$ cat src/rtl/bfm_pkg.sv
// shared constants and types for the breaker failure monitor
package bfm_pkg;
    // ------------------------------------------------------------
    // register map (word aligned byte addresses)
    // ------------------------------------------------------------
    localparam logic [7:0] REG_CTRL   = 8'h00; // scheme, trigger mode, transformer select, set
    localparam logic [7:0] REG_THR0   = 8'h04; // current-drop threshold, set 0
    localparam logic [7:0] REG_TIME0  = 8'h14; // supervision time in cycles, set 0
    localparam logic [7:0] REG_STATUS = 8'h24; // state, trip, lockout
    localparam logic [7:0] REG_ACK    = 8'h28; // write bit 0 clears lockout
    localparam logic [7:0] REG_STRIDE = 8'h04; // spacing of per-set registers

    // ------------------------------------------------------------
    // control field positions
    // ------------------------------------------------------------
    localparam int CTRL_SCHEME_LSB = 0;  // 2 bits
    localparam int CTRL_TRIG_LSB   = 2;  // 2 bits
    localparam int CTRL_XSEL_BIT   = 4;  // transformer select
    localparam int CTRL_SET_LSB    = 5;  // 2 bits

    // ------------------------------------------------------------
    // reset values and widths
    // ------------------------------------------------------------
    localparam int          CUR_W       = 16;          // current magnitude width
    localparam int          TIME_W      = 24;          // supervision count width
    localparam logic [31:0] CTRL_RST    = 32'h0000_0000;
    localparam logic [15:0] THR_RST     = 16'h0100;
    localparam logic [23:0] TIME_RST    = 24'h0004e2;  // 1250 cycles = 50 us at 25 MHz
    localparam int          NUM_SETS    = 4;
    localparam int          NUM_EXTRA   = 3;
    localparam int          FREQ_PCT    = 5;           // frequency margin in percent

    // ------------------------------------------------------------
    // enumerations
    // ------------------------------------------------------------
    typedef enum logic [1:0] {
        SCH_CURRENT,
        SCH_POSITION,
        SCH_COMBINED
    } bfm_scheme_t;

    typedef enum logic [1:0] {
        TRG_ALL,
        TRG_EXTERNAL,
        TRG_NONE
    } bfm_trig_t;

    typedef enum logic [1:0] {
        ST_STANDBY,
        ST_RUNNING,
        ST_REJECTED,
        ST_FAILED
    } bfm_state_t;
endpackage

$ cat src/rtl/bfm_freq_check.sv
// frequency deviation detector that blocks the current criterion
`timescale 1ns/100ps
module bfm_freq_check #(
    parameter int FW = 16
) (
    input  wire logic          clk_i,
    input  wire logic          rst_i,
    input  wire logic [FW-1:0] freq_meas_i,   // measured frequency, any unit
    input  wire logic [FW-1:0] freq_nom_i,    // nominal frequency, same unit
    output logic               off_nominal_o  // deviation beyond margin
);
    import bfm_pkg::*;

    typedef struct packed {
        logic off;
    } bfm_fc_state_t;

    bfm_fc_state_t s_q;
    bfm_fc_state_t s_d;

    // ------------------------------------------------------------
    // deviation compare: |f - fn| * 100 > fn * 5
    // ------------------------------------------------------------
    always_comb begin
        logic [FW-1:0] diff;
        logic [FW+7:0] lhs;
        logic [FW+7:0] rhs;
        diff = (freq_meas_i > freq_nom_i) ? freq_meas_i - freq_nom_i
                                          : freq_nom_i - freq_meas_i;
        lhs  = FW'(0) + ({8'h00, diff} * (FW+8)'(100));
        rhs  = {8'h00, freq_nom_i} * (FW+8)'(FREQ_PCT);
        s_d.off = (lhs > rhs);
    end

    // registered so the decision is glitch free
    always_ff @(posedge clk_i) begin
        if (rst_i) begin
            s_q <= '0;
        end else begin
            s_q <= s_d;
        end
    end

    assign off_nominal_o = s_q.off;
endmodule // bfm_freq_check

$ cat src/rtl/bfm_monitor.sv
// breaker failure monitor top with wishbone register slave
// Notes on behaviour
// RULE_01 - setting picks neutral or terminal transformer current
// RULE_02 - current scheme fails if current stays high
// RULE_03 - position scheme fails if breaker not open
// RULE_04 - combined fails only if both show closed
// RULE_05 - position scheme suits low load cases
// RULE_06 - off frequency blocks current criterion
// RULE_07 - timer keeps running after trigger drops
// RULE_08 - expiry asserts backup trip for upstream breaker
// RULE_09 - supervision time exceeds sum of delays
// RULE_10 - detected opening stops the timer
// RULE_11 - opening with trigger active enters rejected
// RULE_12 - rejected returns to standby when triggers drop
// RULE_13 - lockout with trip, held until acknowledge
// RULE_14 - lockout may inhibit breaker closing
// RULE_15 - all-trips mode uses every assigned trip
// RULE_16 - external mode uses external trips only
// RULE_17 - three extra inputs always may trigger
// RULE_18 - no-assignment mode leaves extra inputs only
// RULE_19 - threshold and time from active set
// RULE_20 - effective trigger is OR, rising edge starts
//
// The implementer's own choices: the register offsets and register access over Wishbone.
`timescale 1ns/100ps
module bfm_monitor #(
    parameter int NT = 8,   // number of assigned trip sources
    parameter int FW = 16   // frequency word width
) (
    input  wire logic                      clk_i,
    input  wire logic                      rst_i,
    // wishbone classic slave
    input  wire logic                      wb_cyc_i,
    input  wire logic                      wb_stb_i,
    input  wire logic                      wb_we_i,
    input  wire logic [7:0]                wb_adr_i,
    input  wire logic [3:0]                wb_sel_i,
    input  wire logic [31:0]               wb_dat_i,
    output logic      [31:0]               wb_dat_o,
    output logic                           wb_ack_o,
    // trip sources
    input  wire logic [NT-1:0]             trip_all_i,
    input  wire logic [NT-1:0]             trip_ext_i,
    input  wire logic [2:0]                extra_trig_i,
    // breaker measurements
    input  wire logic [bfm_pkg::CUR_W-1:0] cur_neutral_i,
    input  wire logic [bfm_pkg::CUR_W-1:0] cur_terminal_i,
    input  wire logic                      pos_open_i,
    input  wire logic [FW-1:0]             freq_meas_i,
    input  wire logic [FW-1:0]             freq_nom_i,
    // outputs
    output logic                           backup_trip_o,
    output logic                           lockout_o
);
    import bfm_pkg::*;

    // ------------------------------------------------------------
    // state record
    // ------------------------------------------------------------
    typedef struct packed {
        logic [31:0]              ctrl;
        logic [NUM_SETS-1:0][15:0] thr;
        logic [NUM_SETS-1:0][23:0] tim;
        bfm_state_t               st;
        logic [TIME_W-1:0]        cnt;
        logic                     trip;
        logic                     lock;
        logic                     ack;
        logic [31:0]              rdat;
    } bfm_state_rec_t;

    bfm_state_rec_t s_q;        // registered state
    bfm_state_rec_t s_d;        // next state
    logic           trig;       // effective trigger level
    logic           trig_rise;  // trigger start edge
    logic           off_nom;    // frequency out of band

    // ------------------------------------------------------------
    // helpers
    // ------------------------------------------------------------
    // merge a write word through the byte enables
    function automatic logic [31:0] merge(input logic [31:0] old,
                                          input logic [31:0] nw,
                                          input logic [3:0]  sel);
        logic [31:0] r;
        r = old;
        for (int b = 0; b < 4; b++) begin
            if (sel[b]) begin
                r[8*b +: 8] = nw[8*b +: 8];
            end
        end
        return r;
    endfunction

    // ------------------------------------------------------------
    // submodules
    // ------------------------------------------------------------
    bfm_trigger #(.NT(NT)) u_trig (
        .clk_i        (clk_i),
        .rst_i        (rst_i),
        .mode_i       (s_q.ctrl[CTRL_TRIG_LSB +: 2]),
        .trip_all_i   (trip_all_i),
        .trip_ext_i   (trip_ext_i),
        .extra_trig_i (extra_trig_i),
        .trig_o       (trig),
        .trig_rise_o  (trig_rise)
    );

    bfm_freq_check #(.FW(FW)) u_freq (
        .clk_i         (clk_i),
        .rst_i         (rst_i),
        .freq_meas_i   (freq_meas_i),
        .freq_nom_i    (freq_nom_i),
        .off_nominal_o (off_nom)
    );

    // ------------------------------------------------------------
    // criterion decode
    // ------------------------------------------------------------
    logic [1:0]        set_sel;   // active parameter set
    logic [CUR_W-1:0]  cur_sel;   // monitored current
    logic [CUR_W-1:0]  thr_act;   // active threshold
    logic [TIME_W-1:0] tim_act;   // active supervision time
    logic              cur_open;  // current shows breaker open
    logic              opened;    // scheme sees breaker open

    always_comb begin
        set_sel = s_q.ctrl[CTRL_SET_LSB +: 2];
        thr_act = s_q.thr[set_sel];                               // RULE_19
        tim_act = s_q.tim[set_sel];                               // RULE_19
        // terminal side is the safe pick; neutral keeps feeding faults
        cur_sel = s_q.ctrl[CTRL_XSEL_BIT] ? cur_terminal_i
                                          : cur_neutral_i;        // RULE_01
        cur_open = (cur_sel < thr_act);                           // RULE_02
        case (bfm_scheme_t'(s_q.ctrl[CTRL_SCHEME_LSB +: 2]))
            // blocked scheme never sees an opening, so it cannot stop
            SCH_CURRENT:  opened = cur_open & ~off_nom;           // RULE_02 RULE_06
            SCH_POSITION: opened = pos_open_i;                    // RULE_03
            SCH_COMBINED: opened = off_nom ? pos_open_i
                                   : (cur_open | pos_open_i);     // RULE_04 RULE_06
            default:      opened = pos_open_i;
        endcase
    end

    // ------------------------------------------------------------
    // next state: monitor and bus
    // ------------------------------------------------------------
    always_comb begin
        logic acc;
        logic wr;
        s_d  = s_q;
        acc  = wb_cyc_i & wb_stb_i & ~s_q.ack;
        wr   = acc & wb_we_i;
        s_d.ack  = acc;
        s_d.trip = 1'b0;
        // monitor sequence
        case (s_q.st)
            ST_STANDBY: begin
                if (trig_rise) begin                              // RULE_20
                    s_d.st  = ST_RUNNING;
                    s_d.cnt = '0;
                end
            end
            ST_RUNNING: begin
                // trigger level only picks the state left to on an opening; it never stops the timer
                if (opened) begin                                 // RULE_07 RULE_10
                    s_d.st = trig ? ST_REJECTED : ST_STANDBY;     // RULE_11
                end else if (s_q.cnt + 24'h000001 >= tim_act) begin
                    s_d.st   = ST_FAILED;
                    s_d.trip = 1'b1;                              // RULE_08
                    s_d.lock = 1'b1;                              // RULE_13
                end else begin
                    s_d.cnt = s_q.cnt + 24'h000001;
                end
            end
            ST_REJECTED: begin
                if (!trig) begin
                    s_d.st = ST_STANDBY;                          // RULE_12
                end
            end
            ST_FAILED: begin
                if (!trig) begin
                    s_d.st = ST_STANDBY;
                end
            end
            default: s_d.st = ST_STANDBY;
        endcase
        // register writes
        if (wr) begin
            case (wb_adr_i)
                REG_CTRL: s_d.ctrl = merge(s_q.ctrl, wb_dat_i, wb_sel_i);
                REG_ACK: begin
                    // a new trip in the same cycle keeps the lockout
                    if (wb_sel_i[0] && wb_dat_i[0] && !s_d.trip) begin
                        s_d.lock = 1'b0;                          // RULE_13
                    end
                end
                default: begin
                    for (int i = 0; i < NUM_SETS; i++) begin
                        if (wb_adr_i == REG_THR0 + 8'(i) * REG_STRIDE) begin
                            s_d.thr[i] = 16'(merge({16'h0000, s_q.thr[i]},
                                                   wb_dat_i, wb_sel_i));
                        end
                        if (wb_adr_i == REG_TIME0 + 8'(i) * REG_STRIDE) begin
                            s_d.tim[i] = 24'(merge({8'h00, s_q.tim[i]},
                                                   wb_dat_i, wb_sel_i));
                        end
                    end
                end
            endcase
        end
        // read data, unmapped reads return zero
        s_d.rdat = 32'h0000_0000;
        if (acc && !wb_we_i) begin
            case (wb_adr_i)
                REG_CTRL:   s_d.rdat = s_q.ctrl;
                REG_STATUS: s_d.rdat = {26'h0, off_nom, trig, s_q.lock,
                                        s_q.trip, 2'(s_q.st)};
                default: begin
                    for (int i = 0; i < NUM_SETS; i++) begin
                        if (wb_adr_i == REG_THR0 + 8'(i) * REG_STRIDE) begin
                            s_d.rdat = {16'h0000, s_q.thr[i]};
                        end
                        if (wb_adr_i == REG_TIME0 + 8'(i) * REG_STRIDE) begin
                            s_d.rdat = {8'h00, s_q.tim[i]};
                        end
                    end
                end
            endcase
        end
    end

    // ------------------------------------------------------------
    // state register
    // ------------------------------------------------------------
    always_ff @(posedge clk_i) begin
        if (rst_i) begin
            s_q.ctrl <= CTRL_RST;
            s_q.thr  <= {NUM_SETS{THR_RST}};
            s_q.tim  <= {NUM_SETS{TIME_RST}};
            s_q.st   <= ST_STANDBY;
            s_q.cnt  <= '0;
            s_q.trip <= 1'b0;
            s_q.lock <= 1'b0;
            s_q.ack  <= 1'b0;
            s_q.rdat <= 32'h0000_0000;
        end else begin
            s_q <= s_d;
        end
    end

    assign wb_ack_o      = s_q.ack;
    assign wb_dat_o      = s_q.rdat;
    assign backup_trip_o = s_q.trip;
    assign lockout_o     = s_q.lock;  // RULE_14

    // ------------------------------------------------------------
    // checks
    // ------------------------------------------------------------
    a_trip_with_lock: assert property (@(posedge clk_i) disable iff (rst_i) // RULE_13
        backup_trip_o |-> lockout_o)
        else $error("trip without lockout");

    // the clearing write is the one taken at this edge, ack still low
    a_lock_holds: assert property (@(posedge clk_i) disable iff (rst_i) // RULE_13
        lockout_o && !(wb_cyc_i && wb_stb_i && !wb_ack_o && wb_we_i
                       && wb_adr_i == REG_ACK) |=> lockout_o)
        else $error("lockout dropped without acknowledge");

    a_trip_cause: assert property (@(posedge clk_i) disable iff (rst_i) // RULE_08
        $rose(backup_trip_o) |-> $past(s_q.st) == ST_RUNNING
                                 && s_q.st == ST_FAILED)
        else $error("trip not from expiry");

    a_trip_pulse: assert property (@(posedge clk_i) disable iff (rst_i) // RULE_08
        backup_trip_o |=> !backup_trip_o)
        else $error("backup trip longer than one cycle");

    a_stop_on_open: assert property (@(posedge clk_i) disable iff (rst_i) // RULE_10
        s_q.st == ST_RUNNING && opened |=> s_q.st != ST_FAILED
                                        && !backup_trip_o)
        else $error("trip despite opening");

    a_reject_entry: assert property (@(posedge clk_i) disable iff (rst_i) // RULE_11
        s_q.st == ST_RUNNING && opened && trig |=> s_q.st == ST_REJECTED)
        else $error("rejected state not entered");

    a_reject_exit: assert property (@(posedge clk_i) disable iff (rst_i) // RULE_12
        s_q.st == ST_REJECTED && !trig |=> s_q.st == ST_STANDBY)
        else $error("rejected state not left");

    a_run_persists: assert property (@(posedge clk_i) disable iff (rst_i) // RULE_07
        s_q.st == ST_RUNNING && !trig && !opened
            && s_q.cnt + 24'h000001 < tim_act |=> s_q.st == ST_RUNNING)
        else $error("timer stopped by trigger drop");

    a_start_edge: assert property (@(posedge clk_i) disable iff (rst_i) // RULE_20
        s_q.st == ST_STANDBY && trig_rise |=> s_q.st == ST_RUNNING
                                           && s_q.cnt == '0)
        else $error("trigger edge did not start timer");

    a_freq_block: assert property (@(posedge clk_i) disable iff (rst_i) // RULE_06
        off_nom && s_q.ctrl[1:0] == 2'h0 |-> !opened)
        else $error("current scheme not blocked");
endmodule // bfm_monitor

$ cat src/rtl/bfm_trigger.sv
// trigger source selection and start edge
`timescale 1ns/100ps
module bfm_trigger #(
    parameter int NT = 8
) (
    input  wire logic          clk_i,
    input  wire logic          rst_i,
    input  wire logic [1:0]    mode_i,        // trigger mode
    input  wire logic [NT-1:0] trip_all_i,    // trips assigned to breaker
    input  wire logic [NT-1:0] trip_ext_i,    // marks which are external
    input  wire logic [2:0]    extra_trig_i,  // three extra trigger inputs
    output logic               trig_o,        // effective trigger level
    output logic               trig_rise_o    // one-cycle rising edge
);
    import bfm_pkg::*;

    typedef struct packed {
        logic last;
    } bfm_tr_state_t;

    bfm_tr_state_t s_q;
    bfm_tr_state_t s_d;
    logic          mode_src;  // trip group picked by the mode

    // ------------------------------------------------------------
    // source select
    // ------------------------------------------------------------
    always_comb begin
        case (bfm_trig_t'(mode_i))
            TRG_ALL:      mode_src = |trip_all_i;                 // RULE_15
            TRG_EXTERNAL: mode_src = |(trip_all_i & trip_ext_i);  // RULE_16
            default:      mode_src = 1'b0;                        // RULE_18
        endcase
        trig_o  = mode_src | (|extra_trig_i);  // RULE_17 RULE_20
        s_d.last = trig_o;
    end

    always_ff @(posedge clk_i) begin
        if (rst_i) begin
            s_q <= '0;
        end else begin
            s_q <= s_d;
        end
    end

    assign trig_rise_o = trig_o & ~s_q.last;  // RULE_20
endmodule // bfm_trigger
$ cat config.mk
export PLATFORM = sky130hd
export DESIGN_NAME = bfm_monitor
export DESIGN_NICKNAME = d
export VERILOG_FILES = /design/src/rtl/bfm_pkg.sv /design/src/rtl/bfm_freq_check.sv /design/src/rtl/bfm_monitor.sv /design/src/rtl/bfm_trigger.sv
export SDC_FILE = /design/constraint.sdc
export NUM_CORES = 1
export LEC_CHECK = 0
export BUFFER_PORTS_ARGS = -buffer_cell sky130_fd_sc_hd__buf_2
export CORE_ASPECT_RATIO = 1.2
export CORE_MARGIN = 3
export CORE_UTILIZATION = 45
export DETAILED_ROUTE_END_ITERATION = 10
export SETUP_SLACK_MARGIN = 0.1
export SLEW_MARGIN = 20
export SYNTH_ARGS = -nofsm -noshare
export SYNTH_HDL_FRONTEND = slang
export SYNTH_SLANG_ARGS = --single-unit
export TNS_END_PERCENT = 20
$ cat constraint.sdc
create_clock -name clk_i -period 16.25 [get_ports clk_i]
set_input_delay 0.8125 -clock clk_i [delete_from_list [all_inputs] [get_ports clk_i]]
set_output_delay 0.8125 -clock clk_i [all_outputs]
set_load 0.05 [all_outputs]
==> impl_metrics.ini <==
[status]
status = completed

[synth]
synth-edff-count = 0
ys_seq_elements = 255
synth_nets = 2270
yosys.area.top_type = dfxtp_1
synth_area_per_cell_um2 = 8.908
ys.flop_type = dfxtp_1
yosysSeqAreaShare_pct = 29.30
synthTopCellsByArea = dfxtp_1 29%, ha_1 12%, mux2i_1 8.3%
synth_cells = 1956
synth.top_cell.area_share_pct = 29.30
yosysWarnings = 0
syn_area_um2 = 17420
synthArstFlopShare_pct = 0
synthDistinctLibCells = 80

[timing]
tns_ns = 0
finalClockSkew_ns = 0.01085
rsz0062_at_grt = false
fin_crit_sh_pct = 50.90
timing.fmax_mhz = 120.9
maxSlewViolCount = 0
setup_violations = 0
finalHoldViolCount = 0
tightest_slew_ns = 1.177
slew_headroom_pct = 21.10
min_period_ns = 8.270

[power]
ir_drop_mv = 0.07967
power_density_nw_per_um2 = 118.8
p_leak_nw = 7.741
finalPower_mw = 2.276

[clocking]
cts_root_buf = clkbuf_16
cts_sinks = 255
cts_made_buffers = 25
clock_path_buffers = 3
cts_setup_buffers = 0
tritoncts = done
htreeDepth = 1
clock_latency_ns = 0.54
cts_resized = 0
cts.clk_slew.worst_paths_ns = 0.06
holdBufCountCts = 0

[global_routing]
grt_pass1_wl_um = 79010
grt_max_degree = 119
grtUsageTotal_pct = 24.02
antenna_found_initial = 6
grt_pass1_vias = 14585
gr-total-overflow = 0

[placed_design]
hpwl_um = 36460
gp_congestion = 0.8977
dp.cells = 2483
io_buffers = 167

[die]
die_w_um = 185.6
ios = 168
fp.dieArea_um2 = 41130
start_util_pct = 45.78
die_height_um = 221.6
fp.coreArea_um2 = 38060
rows = 78

[route]
vias = 14711
drc = 0
routed_wl_um = 50650
drtIter0Drc = 1117
dr.pass1.iters = 6
ant_nets = 0
routedWlPerCell_um = 20.03
avgViaCountPerCell = 5.817

[layout]
final_common_cell = dfxtp_1
synthToLayoutAreaGrowth_pct = 9.960
fillers = 3636
final_nets = 2344
drive_above_1_share_pct = 15.70
utilization_pct = 50.34
final_cell_mix = 253 x dfxtp_1, 187 x nor2_1, 167 x ha_1, 166 x buf_2, 145 x mux2i_1
stdcell_count = 2529

[critical_path]
worstPathRequired_ns = 16.63
worstSetupEndpointType = register
critical_path_class = input pin to register
cpPeakStageDelay_ns = 0.66
crit_fanout = 19
cp_data_arrival_time_ns = 8.65
startpoint_type = input pin
crit_path_frequent_cell = ha_1
crit_slowest_cell = nor4_1

[run]
drv_cap = 0

[hold_path]
min_path_type = register to register
==> power breakdown <==
part	switching, mW	internal, mW	total (mW)
sequential	0.00409	0.628	0.632
combinational	0.611	0.466	1.08
clock	0.246	0.320	0.566
total	0.861	1.41	2.28
==> cell type report <==
| type | count | area [um2] | share of cell area [%] |
|---|---|---|---|
| diodes | 5 | 12.51 | 0.06530 |
| well taps | 480 | 600.6 | 3.135 |
| clock inverters | 5 | 56.30 | 0.2939 |
| repair buffers | 182 | 954.7 | 4.983 |
| multi-input cells | 1425 | 11180 | 58.36 |
| clock buffers | 36 | 716.9 | 3.742 |
| inverters | 141 | 529.3 | 2.762 |
| flip-flops and latches | 255 | 5107 | 26.66 |
==> critical path: cells and delay by family <==
family          cells  cell delay (ns)
compound gates     11             2.64
xor+xnor            2             0.36
fa+ha+maj           7             2.38
buf+inv             5             0.30
mux                 1             0.15
simple gates        8             2.01
==> routing by layer <==
metal | wire length, um | global-route usage [%] | up-vias
li1 | - | - | 7121
met1 | 20870 | 30.33 | 7042
met2 | 25080 | 41.76 | 454
met3 | 2979 | 3.183 | 90
met4 | 1695 | 8.628 | 4
met5 | 24 | 0 | -
==> through the flow <==
stage	hold WS [ns]	area, um2	worst slack (ns)
final	0.4498	19160	7.980
after global routing	0.4749	19150	7.491
after CTS	0.4521	19150	7.980
after detailed placement	0.4437	18370	7.432
after global placement	0.4378	18370	7.595
after floorplan	0.4297	17420	8.840
==> cells in the mapped netlist, types with 9 or more instances <==
library cell	count
fa_1	14
nand2b_1	24
clkbuf_1	74
a22oi_1	33
o21bai_1	11
mux2i_1	145
o21a_1	11
a21oi_1	98
a211oi_1	11
xor2_1	28
a221oi_1	16
o21ai_0	37
nor2b_1	35
or3_1	9
a31oi_1	33
dfxtp_1	255
nand2_1	144
o211ai_1	9
mux2_2	17
inv_1	141
and3_1	25
mux4_2	40
xnor2_1	31
a222oi_1	16
buf_4	33
nand3_1	60
a21o_1	32
buf_1	10
nor2_1	193
ha_1	167
nor3_1	23
nand4_1	16
a22o_1	14
a211o_1	27
buf_2	16
==> flip-flops by register name, indices dropped and copies added, names as in the netlist <==
signal                count
backup_trip_o             1
lockout_o                 1
s_q                     218
u_freq.off_nominal_o      1
u_trig.s_q                1
wb_ack_o                  1
wb_dat_o                 32
==> path summary, 6_finish.rpt <==
path | from | to | slack (ns) | cells past startpoint
worst max register to register | s_q[227] | s_q[39] | 11.30 | 12
worst min register to register | s_q[250] | s_q[250] | 0.45 | 2
worst max-delay path | freq_meas_i[0] | u_freq.off_nominal_o | 7.98 | 34
worst min-delay path | s_q[250] | s_q[250] | 0.45 | 2
==> kinds of logic after synthesis <==
logic type	after synthesis	synth area share, %
AND/OR/NAND/NOR	591	16.62
AO/OA/AOI/OAI	392	16.06
buffers and inverters	276	6.858
flip-flops	255	29.30
multiplexers	202	14.60
adder cells (fa/ha/maj)	181	13.60
XOR/XNOR	59	2.966
Note: power is estimated with default switching activity, not from simulation.
